<file path="src/rhp_pkg.sv">
// Shared constants and types for the host register group of the node controller.
// Assumes a 200 MHz system clock and a classic Wishbone slave with 32-bit data.
`default_nettype none
package rhp_pkg;
  localparam int          CLK_PERIOD_NS  = 5;
  // Byte offsets on the register bus
  localparam logic [7:0]  OFS_PTR_HIGH   = 8'h00;
  localparam logic [7:0]  OFS_PTR_LOW    = 8'h04;
  localparam logic [7:0]  OFS_SEL        = 8'h08;
  localparam logic [7:0]  OFS_CFG        = 8'h0c;
  localparam logic [7:0]  OFS_DATA       = 8'h10;
  localparam logic [7:0]  OFS_WINDOW     = 8'h14;
  localparam logic [7:0]  OFS_STATUS     = 8'h18;
  localparam logic [7:0]  OFS_DIAG       = 8'h1c;
  localparam logic [7:0]  OFS_RESP_CYC   = 8'h20;
  localparam logic [7:0]  OFS_IDLE_CYC   = 8'h24;
  localparam logic [7:0]  OFS_RECON_CYC  = 8'h28;
  // Field positions
  localparam int          PH_DIR_BIT     = 7;
  localparam int          PH_STEP_BIT    = 6;
  localparam int          CFG_RESET_BIT  = 7;
  localparam int          CFG_CHAIN_BIT  = 6;
  localparam int          CFG_TRANSMIT_PERMIT_BIT   = 5;
  localparam int          CFG_ET1_BIT    = 4;
  localparam int          CFG_ET2_BIT    = 3;
  localparam int          CFG_BKPL_BIT   = 2;
  // Indirect selector codes
  localparam logic [2:0]  SEL_TENT_ID    = 3'h0;
  localparam logic [2:0]  SEL_NODE_ID    = 3'h1;
  localparam logic [2:0]  SEL_SETUP_ONE  = 3'h2;
  localparam logic [2:0]  SEL_NEXT_ID    = 3'h3;
  localparam logic [2:0]  SEL_SETUP_TWO  = 3'h4;
  // Reset values
  localparam logic [7:0]  CFG_RST        = 8'h00;
  localparam logic [7:0]  BYTE_RST       = 8'h00;
  localparam logic [2:0]  SEL_RST        = 3'h0;
  localparam logic [10:0] PTR_RST        = 11'h000;
  // Network times per extended-timeout code, at 5 Mbps with reconfiguration timer 00
  localparam int unsigned RESP_NS  [4]   = '{596600, 298400, 149200, 37400};
  localparam int unsigned IDLE_NS  [4]   = '{656000, 328000, 164000, 41000};
  localparam int unsigned RECON_NS [4]   = '{840000000, 840000000, 840000000, 420000000};

  typedef struct packed {
    logic        re;
    logic        we;
    logic [10:0] addr;
    logic [7:0]  wdata;
  } rhp_ram_req_t;

  typedef struct packed {
    logic [31:0] resp;
    logic [31:0] idle;
    logic [31:0] recon;
  } rhp_times_t;

  typedef enum logic [1:0] {ST_IDLE, ST_RAM_RD, ST_RD_WAIT, ST_DONE} rhp_bus_state_t;
endpackage : rhp_pkg
`default_nettype wire

</file>
<file path="src/rhp_ptr.sv">
// Eleven-bit buffer RAM address pointer with byte loads and a carrying step.
// Loads and steps come from one bus access at a time, so they never coincide.
`default_nettype none
module rhp_ptr #(
  parameter int ADDR_W = 11
) (
  // Clock and reset
  input  wire logic              clk_i,
  input  wire logic              rst_i,
  // Control
  input  wire logic              load_low_i,
  input  wire logic              load_high_i,
  input  wire logic [7:0]        wdata_i,
  input  wire logic              step_i,
  // Address
  output logic      [ADDR_W-1:0] addr_o
);
  import rhp_pkg::*;

  always_ff @(posedge clk_i) begin
    if (rst_i) begin
      addr_o <= ADDR_W'(PTR_RST);
    end else if (load_high_i) begin
      addr_o[ADDR_W-1:8] <= wdata_i[ADDR_W-9:0];
    end else if (load_low_i) begin
      addr_o[7:0] <= wdata_i;
    end else if (step_i) begin
      addr_o <= addr_o + ADDR_W'(1);
    end
  end

  a_step_carry: assert property (@(posedge clk_i) disable iff (rst_i)
    step_i && !load_low_i && !load_high_i && addr_o[7:0] == 8'hff
    |=> addr_o[ADDR_W-1:8] == $past(addr_o[ADDR_W-1:8]) + 1'b1)
    else $error("pointer step did not carry into the upper bits");
endmodule : rhp_ptr
`default_nettype wire

</file>
<file path="src/rhp_tmo.sv">
// Response, idle and reconfiguration times in clock cycles for the selected timeout code.
// SCALE_DIV only shortens the counts for simulation; keep it at 1 in silicon.
`default_nettype none
module rhp_tmo #(
  parameter int unsigned SCALE_DIV = 1
) (
  // Clock and reset
  input  wire logic                clk_i,
  input  wire logic                rst_i,
  // Selection
  input  wire logic [1:0]          long_timeout_sel_i,
  input  wire logic [1:0]          reconfig_timer_sel_i,
  // Times
  output rhp_pkg::rhp_times_t      times_o
);
  import rhp_pkg::*;

  function automatic logic [31:0] to_cyc(input int unsigned ns);
    int unsigned c;
    c = ns / CLK_PERIOD_NS / SCALE_DIV;
    to_cyc = (c == 0) ? 32'h0000_0001 : 32'(c);
  endfunction : to_cyc

  always_ff @(posedge clk_i) begin
    if (rst_i) begin
      times_o <= '0;
    end else begin
      times_o.resp  <= to_cyc(RESP_NS[long_timeout_sel_i]);
      times_o.idle  <= to_cyc(IDLE_NS[long_timeout_sel_i]);
      // Each reconfiguration-timer step doubles the base; the table only covers code 00
      times_o.recon <= to_cyc(RECON_NS[long_timeout_sel_i]) << reconfig_timer_sel_i;
    end
  end

  a_recon_timer: assert property (@(posedge clk_i) disable iff (rst_i)
    ##1 $stable(long_timeout_sel_i) && reconfig_timer_sel_i == 2'h1
    |=> times_o.recon == 2 * to_cyc(RECON_NS[$past(long_timeout_sel_i)]))
    else $error("reconfiguration time ignores the timer selection");
  a_fast_code: assert property (@(posedge clk_i) disable iff (rst_i)
    long_timeout_sel_i == 2'h3 |=> times_o.idle == to_cyc(IDLE_NS[3]))
    else $error("idle time wrong for fastest timeout code");
endmodule : rhp_tmo
`default_nettype wire

</file>
<file path="src/rhp_host_regs.sv">
// Host register group: RAM pointer, indirect selector, node configuration, window and status.
// Classic Wishbone slave, 8-bit registers in the low byte of aligned words and 32-bit cycle-count registers; sync RAM outside.
`default_nettype none
module rhp_host_regs #(
  parameter int unsigned TMO_SCALE_DIV = 1
) (
  // Clock and reset
  input  wire logic                 clk_i,
  input  wire logic                 rst_i,
  // Wishbone slave
  input  wire logic                 wb_cyc_i,
  input  wire logic                 wb_stb_i,
  input  wire logic                 wb_we_i,
  input  wire logic [7:0]           wb_adr_i,
  input  wire logic [3:0]           wb_sel_i,
  input  wire logic [31:0]          wb_dat_i,
  output logic      [31:0]          wb_dat_o,
  output logic                      wb_ack_o,
  // Buffer RAM port
  output rhp_pkg::rhp_ram_req_t     ram_req_o,
  input  wire logic [7:0]           ram_rdata_i,
  // Protocol engine side
  input  wire logic [7:0]           engine_status_i,
  input  wire logic [7:0]           engine_diag_i,
  input  wire logic [7:0]           engine_next_id_i,
  input  wire logic                 pulse_a_req_i,
  input  wire logic                 pulse_b_req_i,
  input  wire logic                 line_drive_req_i,
  // Node configuration outputs
  output logic                      soft_reset_o,
  output logic                      chaining_on_o,
  output logic                      backplane_o,
  output logic      [7:0]           node_id_o,
  output logic      [7:0]           tentative_id_o,
  output logic      [7:0]           setup_one_o,
  output logic      [7:0]           setup_two_o,
  output rhp_pkg::rhp_times_t       times_o,
  // Media pins
  output logic                      media_pulse_out_a_n_o,
  output logic                      media_pulse_out_b_n_o,
  output logic                      line_driver_enable_n_o
);
  import rhp_pkg::*;

  rhp_bus_state_t state_q;
  logic           access_direction_read_q;
  logic           pointer_auto_step_q;
  logic [1:0]     sel_lo_q;
  logic           sel_hi_q;
  logic [7:0]     cfg_q;
  logic [7:0]     status_q;
  logic [7:0]     diag_q;
  logic [7:0]     next_id_q;
  logic [10:0]    ram_addr;
  logic [2:0]     indirect_selector;
  logic           acc;
  logic           wr;
  logic           data_wr;
  logic           data_rd;
  logic           step;
  logic [7:0]     wbyte;
  logic [7:0]     window_rd;
  logic [31:0]    rd_mux;

  assign indirect_selector = {sel_hi_q, sel_lo_q};
  assign acc     = wb_cyc_i && wb_stb_i && state_q == ST_IDLE;
  assign wr      = acc && wb_we_i && wb_sel_i[0];
  assign wbyte   = wb_dat_i[7:0];
  assign data_wr = wr && wb_adr_i == OFS_DATA && !access_direction_read_q;
  assign data_rd = acc && !wb_we_i && wb_adr_i == OFS_DATA && access_direction_read_q;
  // Read steps once its data is taken; write steps as it is issued
  assign step    = pointer_auto_step_q && (data_wr || state_q == ST_RD_WAIT);

  rhp_ptr #(
    .ADDR_W      (11)
  ) u_ptr (
    .clk_i       (clk_i),
    .rst_i       (rst_i),
    .load_low_i  (wr && wb_adr_i == OFS_PTR_LOW),
    .load_high_i (wr && wb_adr_i == OFS_PTR_HIGH),
    .wdata_i     (wbyte),
    .step_i      (step),
    .addr_o      (ram_addr)
  );

  rhp_tmo #(
    .SCALE_DIV            (TMO_SCALE_DIV)
  ) u_tmo (
    .clk_i                (clk_i),
    .rst_i                (rst_i),
    .long_timeout_sel_i   ({cfg_q[CFG_ET1_BIT], cfg_q[CFG_ET2_BIT]}),
    .reconfig_timer_sel_i (setup_one_o[1:0]),
    .times_o              (times_o)
  );

  // Pointer-high control bits
  always_ff @(posedge clk_i) begin
    if (rst_i) begin
      access_direction_read_q <= 1'b0;
      pointer_auto_step_q     <= 1'b0;
    end else if (wr && wb_adr_i == OFS_PTR_HIGH) begin
      access_direction_read_q <= wbyte[PH_DIR_BIT];
      pointer_auto_step_q     <= wbyte[PH_STEP_BIT];
    end
  end

  // Selector store shared by two registers
  always_ff @(posedge clk_i) begin
    if (rst_i) begin
      {sel_hi_q, sel_lo_q} <= SEL_RST;
    end else if (wr && wb_adr_i == OFS_SEL) begin
      {sel_hi_q, sel_lo_q} <= wbyte[2:0];
    end else if (wr && wb_adr_i == OFS_CFG) begin
      sel_lo_q <= wbyte[1:0];
      sel_hi_q <= 1'b0;
    end
  end

  // Configuration bits 7..2; bits 1..0 live in the selector store
  always_ff @(posedge clk_i) begin
    if (rst_i) begin
      cfg_q <= CFG_RST;
    end else if (wr && wb_adr_i == OFS_CFG) begin
      cfg_q <= {wbyte[7:2], 2'b00};
    end
  end

  always_ff @(posedge clk_i) begin
    if (rst_i) begin
      soft_reset_o  <= 1'b0;
      chaining_on_o <= 1'b0;
      backplane_o   <= 1'b0;
    end else begin
      soft_reset_o  <= cfg_q[CFG_RESET_BIT];
      chaining_on_o <= cfg_q[CFG_CHAIN_BIT];
      backplane_o   <= cfg_q[CFG_BKPL_BIT];
    end
  end

  // Window registers; writes to next ID and reserved codes are dropped
  always_ff @(posedge clk_i) begin
    if (rst_i) begin
      tentative_id_o <= BYTE_RST;
      node_id_o      <= BYTE_RST;
      setup_one_o    <= BYTE_RST;
      setup_two_o    <= BYTE_RST;
    end else if (wr && wb_adr_i == OFS_WINDOW) begin
      case (indirect_selector)
        SEL_TENT_ID:   tentative_id_o <= wbyte;
        SEL_NODE_ID:   node_id_o      <= wbyte;
        SEL_SETUP_ONE: setup_one_o    <= wbyte;
        SEL_SETUP_TWO: setup_two_o    <= wbyte;
        default: ;
      endcase
    end
  end

  // Engine-owned registers are held cleared while the soft reset bit stays one
  always_ff @(posedge clk_i) begin
    if (rst_i || cfg_q[CFG_RESET_BIT]) begin
      status_q  <= BYTE_RST;
      diag_q    <= BYTE_RST;
      next_id_q <= BYTE_RST;
    end else begin
      status_q  <= engine_status_i;
      diag_q    <= engine_diag_i;
      next_id_q <= engine_next_id_i;
    end
  end

  // Media pins are active low; pulse B is left to the engine in backplane mode
  always_ff @(posedge clk_i) begin
    if (rst_i) begin
      media_pulse_out_a_n_o  <= 1'b1;
      media_pulse_out_b_n_o  <= 1'b1;
      line_driver_enable_n_o <= 1'b1;
    end else begin
      media_pulse_out_a_n_o  <= !(pulse_a_req_i && cfg_q[CFG_TRANSMIT_PERMIT_BIT]);
      media_pulse_out_b_n_o  <= !(pulse_b_req_i && (cfg_q[CFG_TRANSMIT_PERMIT_BIT] || cfg_q[CFG_BKPL_BIT]));
      line_driver_enable_n_o <= !(line_drive_req_i && cfg_q[CFG_TRANSMIT_PERMIT_BIT]);
    end
  end

  always_comb begin
    case (indirect_selector)
      SEL_TENT_ID:   window_rd = tentative_id_o;
      SEL_NODE_ID:   window_rd = node_id_o;
      SEL_SETUP_ONE: window_rd = setup_one_o;
      SEL_NEXT_ID:   window_rd = next_id_q;
      SEL_SETUP_TWO: window_rd = setup_two_o;
      default:       window_rd = 8'h00;
    endcase
  end

  // Reserved and unmapped bits read as zero
  always_comb begin
    case (wb_adr_i)
      OFS_PTR_HIGH:  rd_mux = {24'h0, access_direction_read_q, pointer_auto_step_q, 3'b000, ram_addr[10:8]};
      OFS_PTR_LOW:   rd_mux = {24'h0, ram_addr[7:0]};
      OFS_SEL:       rd_mux = {29'h0, indirect_selector};
      OFS_CFG:       rd_mux = {24'h0, cfg_q[7:2], sel_lo_q};
      OFS_WINDOW:    rd_mux = {24'h0, window_rd};
      OFS_STATUS:    rd_mux = {24'h0, status_q};
      OFS_DIAG:      rd_mux = {24'h0, diag_q};
      OFS_RESP_CYC:  rd_mux = times_o.resp;
      OFS_IDLE_CYC:  rd_mux = times_o.idle;
      OFS_RECON_CYC: rd_mux = times_o.recon;
      default:       rd_mux = 32'h0000_0000;
    endcase
  end

  // Bus sequencing; data reads wait for the RAM's one-cycle latency
  always_ff @(posedge clk_i) begin
    if (rst_i) begin
      state_q  <= ST_IDLE;
      wb_ack_o <= 1'b0;
      wb_dat_o <= 32'h0000_0000;
    end else begin
      case (state_q)
        ST_IDLE: begin
          if (data_rd) begin
            state_q <= ST_RAM_RD;
          end else if (acc) begin
            state_q  <= ST_DONE;
            wb_ack_o <= 1'b1;
            wb_dat_o <= wb_we_i ? 32'h0000_0000 : rd_mux;
          end
        end
        ST_RAM_RD: state_q <= ST_RD_WAIT;
        ST_RD_WAIT: begin
          state_q  <= ST_DONE;
          wb_ack_o <= 1'b1;
          wb_dat_o <= {24'h0, ram_rdata_i};
        end
        ST_DONE: begin
          state_q  <= ST_IDLE;
          wb_ack_o <= 1'b0;
        end
        default: begin
          state_q  <= ST_IDLE;
          wb_ack_o <= 1'b0;
        end
      endcase
    end
  end

  always_ff @(posedge clk_i) begin
    if (rst_i) begin
      ram_req_o <= '0;
    end else begin
      ram_req_o.re    <= data_rd;
      ram_req_o.we    <= data_wr;
      ram_req_o.addr  <= ram_addr;
      ram_req_o.wdata <= wbyte;
    end
  end

  a_read_direction: assert property (@(posedge clk_i) disable iff (rst_i)
    ram_req_o.re |-> access_direction_read_q && state_q == ST_RAM_RD)
    else $error("RAM read issued without read direction");
  a_write_direction: assert property (@(posedge clk_i) disable iff (rst_i)
    acc && wb_we_i && wb_sel_i[0] && wb_adr_i == OFS_DATA && access_direction_read_q
    |=> !ram_req_o.we)
    else $error("RAM written while direction is read");
  a_read_data_taken: assert property (@(posedge clk_i) disable iff (rst_i)
    state_q == ST_RD_WAIT
    |=> wb_ack_o && wb_dat_o[7:0] == $past(ram_rdata_i))
    else $error("data read did not return the RAM byte");
  a_step_write: assert property (@(posedge clk_i) disable iff (rst_i)
    data_wr && pointer_auto_step_q |=> ram_addr == $past(ram_addr) + 11'h001)
    else $error("pointer did not step after data write");
  a_step_read: assert property (@(posedge clk_i) disable iff (rst_i)
    state_q == ST_RD_WAIT && pointer_auto_step_q
    |=> ram_addr == $past(ram_addr) + 11'h001)
    else $error("pointer did not step after data read");
  a_hold_pointer: assert property (@(posedge clk_i) disable iff (rst_i)
    data_rd && !pointer_auto_step_q |=> ##2 ram_addr == $past(ram_addr, 3))
    else $error("pointer moved with stepping off");
  a_load_upper: assert property (@(posedge clk_i) disable iff (rst_i)
    wr && wb_adr_i == OFS_PTR_HIGH |=> ram_addr[10:8] == $past(wbyte[2:0]))
    else $error("upper address bits not loaded");
  a_load_lower: assert property (@(posedge clk_i) disable iff (rst_i)
    wr && wb_adr_i == OFS_PTR_LOW |=> ram_addr[7:0] == $past(wbyte))
    else $error("lower address bits not loaded");
  a_window_next_id: assert property (@(posedge clk_i) disable iff (rst_i)
    acc && !wb_we_i && wb_adr_i == OFS_WINDOW && indirect_selector == SEL_NEXT_ID
    |=> wb_ack_o && wb_dat_o[7:0] == $past(next_id_q))
    else $error("window did not return next ID");
  a_window_drop: assert property (@(posedge clk_i) disable iff (rst_i)
    wr && wb_adr_i == OFS_WINDOW && (indirect_selector == SEL_NEXT_ID || indirect_selector > SEL_SETUP_TWO)
    |=> $stable(tentative_id_o) && $stable(node_id_o) && $stable(setup_one_o) && $stable(setup_two_o))
    else $error("window write to a read-only or reserved code took effect");
  a_shared_selector: assert property (@(posedge clk_i) disable iff (rst_i)
    acc && !wb_we_i && wb_adr_i == OFS_CFG
    |=> wb_dat_o[1:0] == $past(indirect_selector[1:0]))
    else $error("selector low bits not shared with configuration");
  a_cfg_clears_top: assert property (@(posedge clk_i) disable iff (rst_i)
    wr && wb_adr_i == OFS_CFG |=> !sel_hi_q)
    else $error("configuration write left top selector bit set");
  a_soft_reset_hold: assert property (@(posedge clk_i) disable iff (rst_i)
    cfg_q[CFG_RESET_BIT] [*2] |-> status_q == 8'h00 && next_id_q == 8'h00 && diag_q == 8'h00)
    else $error("engine registers not held in soft reset");
  a_soft_reset_out: assert property (@(posedge clk_i) disable iff (rst_i)
    wr && wb_adr_i == OFS_CFG
    |=> ##1 soft_reset_o == $past(wbyte[CFG_RESET_BIT], 2))
    else $error("soft reset output does not follow the written bit");
  a_chain_output: assert property (@(posedge clk_i) disable iff (rst_i)
    wr && wb_adr_i == OFS_CFG
    |=> ##1 chaining_on_o == $past(wbyte[CFG_CHAIN_BIT], 2))
    else $error("chaining output does not follow the written bit");
  a_tx_quiet: assert property (@(posedge clk_i) disable iff (rst_i)
    !cfg_q[CFG_TRANSMIT_PERMIT_BIT] |=> line_driver_enable_n_o && media_pulse_out_a_n_o)
    else $error("media outputs active with transmit permit low");
  a_pulse_b_gate: assert property (@(posedge clk_i) disable iff (rst_i)
    !cfg_q[CFG_TRANSMIT_PERMIT_BIT] && !cfg_q[CFG_BKPL_BIT] |=> media_pulse_out_b_n_o)
    else $error("pulse B active outside backplane with transmit permit low");
  a_backplane_output: assert property (@(posedge clk_i) disable iff (rst_i)
    wr && wb_adr_i == OFS_CFG
    |=> ##1 backplane_o == $past(wbyte[CFG_BKPL_BIT], 2))
    else $error("backplane output does not follow the written bit");
  a_reserved_zero: assert property (@(posedge clk_i) disable iff (rst_i)
    acc && !wb_we_i && (wb_adr_i == OFS_PTR_HIGH || wb_adr_i == OFS_SEL)
    |=> wb_dat_o[5:3] == 3'b000)
    else $error("reserved bits read back nonzero");
  a_ram_write_addr: assert property (@(posedge clk_i) disable iff (rst_i)
    data_wr
    |=> ram_req_o.we && ram_req_o.addr == $past(ram_addr) && ram_req_o.wdata == $past(wbyte))
    else $error("RAM write not issued at the pointer address");
  a_ack_single: assert property (@(posedge clk_i) disable iff (rst_i)
    wb_ack_o |=> !wb_ack_o)
    else $error("acknowledge held for more than one cycle");
endmodule : rhp_host_regs
`default_nettype wire

</file>
<file path="config.mk">
export PLATFORM = sky130hd
export DESIGN_NAME = rhp_host_regs
export DESIGN_NICKNAME = d
export VERILOG_FILES = /design/src/rhp_pkg.sv /design/src/rhp_ptr.sv /design/src/rhp_tmo.sv /design/src/rhp_host_regs.sv
export SDC_FILE = /design/constraint.sdc
export NUM_CORES = 1
export LEC_CHECK = 0
export ABC_AREA = 1
export BUFFER_PORTS_ARGS = -buffer_cell sky130_fd_sc_hd__buf_2
export CAP_MARGIN = 0
export CORE_ASPECT_RATIO = 0.5
export CORE_UTILIZATION = 28
export DETAILED_ROUTE_END_ITERATION = 8
export SETUP_SLACK_MARGIN = 0.5
export SLEW_MARGIN = 25
export SYNTH_ARGS = -nofsm -noshare
export SYNTH_HDL_FRONTEND = slang
export SYNTH_SLANG_ARGS = --single-unit
</file>
<file path="constraint.sdc">
create_clock -name clk_i -period 9.15 [get_ports clk_i]
set_clock_uncertainty 0.15 [all_clocks]
set_input_delay 1.3725 -clock clk_i [delete_from_list [all_inputs] [get_ports clk_i]]
set_output_delay 1.3725 -clock clk_i [all_outputs]
set_load 0.03 [all_outputs]
</file>
==> run metrics <==
first-pass GRT wire length 53.0 mm; initial antenna violation count 0; Routed WL per cell 15.6 µm; sequential element share of the synthesized area 37.5%; Inserted Clock Buffers 17; Nets 1800; GPL Wtd Cong 0.915; Post-CTS Resized 0; Sum Neg Setup Slack 0 ns; Final setup viols 0; total global-route track usage 17.7%; H-tree depth 4; Slew Limit Headroom 33.7%; FFs w/ async S/R, synth 0%; post-synthesis mux area share 0%; layout cells sized above 1 16.6%; Compound-Gate Fraction of Synth Area 18.3%; post-route cell area 0.0123 mm²; FILL cells 3950; Post-CTS Setup Inserts 0; Vias 10400; minimum clock period 6.86 ns; CP arrival 7.05 ns; DRC viols 9; multi-input logic area 0.00525 mm²; largest stage delay on the critical path 0.63 ns; Clock transition at path regs 0.07 ns; Slew @ Worst Pin 0.990 ns; DIE WIDTH 274 µm; predominant post-synthesis flop cell dfxtp_1; die extent in y 138 µm; failing checks design-rule violations; hold_buf cts 0; f_max 0.146 GHz; max cap viols 0; Setup Crit Path Kind flop to flop; Initial Util 28.7%; clk sinks 194; io pins 272; largest net degree at the start of global routing 74; I/O Buffers 214; Synth Area in XOR/XNOR 2.36%; post-route ant nets 0; peak supply drop 0.121 mV; Cells after Synth 1511; FF+latch count, synth 194; largest family of logic cells by synthesized area simple AND/OR/NAND/NOR gates; Setup crit end kind flop; period utilization 75.0%; vias in the first global route 9558; CTS tree yes; Final Routed Wirelength 34.0 mm; CP Data Required Time 9.34 ns; crit-path max FO 21; fin. max-slew vios 0; Post-synth EDFFs 0; status finished, violations left; 1st-iter DRT viols 798; DR vias/cell 4.74; Detail Placement HPWL 26.1 mm; first-pass iteration count of the detailed router 7; clk buf depth 2; Distinct cells, synth 56; Syn-to-layout area delta 18.2%; Seq. cell area 0.00388 mm²; Most common cell on crit path nand2_1; Worst setup SP type flop; post-layout power 1.96 mW; adder-cell share of the synthesized area 3.14%; Slowest cell on crit path ha_1; Cell Area, Synth 0.0104 mm²; Overflow after GRT 0; final hold violation count 0; diode count 0; Post-DP Area 0.0117 mm²; yosys warns 0; worst hold path type flop to flop; Pwr Density 160 mW/mm²; Post-Synth Simple-Gate Area 25.4%; RSZ-0062 raised after global routing false; root buf cell clkbuf_16; Hold WS 0.315 ns; Leakage 5.88 nW; Core Area 0.0362 mm²; Site Rows 49; die area 0.0379 mm²; synthesized area per cell 6.86 µm²; clock latency at the later pin of the worst-skew pair 0.43 ns
[through the flow]
stage,setup WS (ns),util [%],std cells
6_report,2.29,33.9,2186
5_1_grt,1.46,33.9,2186
4_1_cts,2.31,33.9,2186
3_5_place_dp,2.31,32.3,2155
3_3_place_gp,2.30,32.3,2155
2_1_floorplan,4.27,-,1547
[cell type report]
cell class                      instances  share of cell area, %
Tap cell                              484                   4.94
Inverter                              216                   6.61
Clock inverter                         11                   1.08
Timing Repair Buffer                  223                   9.29
Multi-Input combinational cell       1038                   42.8
Sequential cell                       194                   31.7
Clock buffer                           20                   3.56
[cell usage after synthesis, types with 5 or more instances]
cell type | number | share of area (%)
xor2_1 | 22 | 1.9
nor2_1 | 168 | 6.1
buf_1 | 7 | 0.25
a21oi_1 | 113 | 5.5
a221oi_1 | 16 | 1.4
nand3_1 | 71 | 3.4
inv_2 | 5 | 0.18
dfxtp_1 | 194 | 37
inv_1 | 211 | 7.6
o21ai_1 | 9 | 0.43
buf_4 | 44 | 3.2
buf_2 | 9 | 0.43
nor3_1 | 23 | 1.1
ha_1 | 26 | 3.1
o21ai_0 | 121 | 5.8
clkbuf_1 | 35 | 1.3
a211oi_1 | 5 | 0.36
nand2_1 | 304 | 11
a31oi_1 | 11 | 0.66
o211ai_1 | 8 | 0.58
xnor2_1 | 6 | 0.51
o22ai_1 | 12 | 0.72
nand4_1 | 29 | 1.7
[per-layer routing]
layer	global-route usage (%)	part of all wire, %	up-vias
li1	-	-	5198
met1	22.4	43	4825
met2	30.4	50	260
met3	2.28	4.2	68
met4	6.78	3.2	0
met5	0	0	-
[where the power goes]
part / switching (mW) / leakage, nW / internal (mW)
registers: 0.0203 / 1.58 / 0.881
clock network: 0.334 / 0.265 / 0.404
logic: 0.235 / 4.03 / 0.0807
total: 0.589 / 5.88 / 1.37
[cell usage in the layout, fill, tap and decap left out, types with 6 or more instances in the layout]
cell / instances
o21ai_0: 121
ha_1: 26
o22ai_1: 12
nor2_1: 167
xor2_1: 22
buf_2: 214
clkbuf_16: 17
conb_1: 37
inv_2: 6
xnor2_1: 6
dfxtp_1: 194
o211ai_1: 8
buf_4: 9
o21ai_1: 9
nor3_1: 23
nand4_1: 29
inv_1: 210
nand2_1: 304
a21oi_1: 113
nand3_1: 71
a31oi_1: 11
a221oi_1: 16
[worst max-delay path, delay by kind of cell, from the launching register on]
family	cells	cell delay [ns]
buf+inv	5	0.50
fa+ha+maj	2	1.22
flops	1	0.54
compound gates	4	0.82
xor+xnor	1	0.15
simple gates	19	3.36
[registers in the layout, indices dropped and copies added (netlist names), 2 cells and up]
name and count:
u_tmo.times_o 55, wb_dat_o 31, ram_req_o 21, u_ptr.addr_o 11, diag_q 8, next_id_q 8, node_id_o 8, setup_one_o 8
setup_two_o 8, status_q 8, tentative_id_o 8, cfg_q 6, sel_lo_q 2, state_q 2
[kinds of logic after synthesis]
family	Yosys count
AND/OR/NAND/NOR	620
adder cells (fa/ha/maj)	26
other	1
buffers and inverters	315
flip-flops	194
XOR/XNOR	28
AO/OA/AOI/OAI	327
[worst paths after layout]
path | cells past startpoint | from | slack, ns | to
worst min register to register | 2 | wb_dat_o[25] | 0.31 | wb_dat_o[25]
worst max register to register | 31 | cfg_q[3] | 2.29 | u_tmo.times_o[64]
worst max-delay path | 31 | cfg_q[3] | 2.29 | u_tmo.times_o[64]
worst min-delay path | 2 | wb_dat_o[25] | 0.31 | wb_dat_o[25]
No activity file was read; power rests on OpenSTA's default activity.
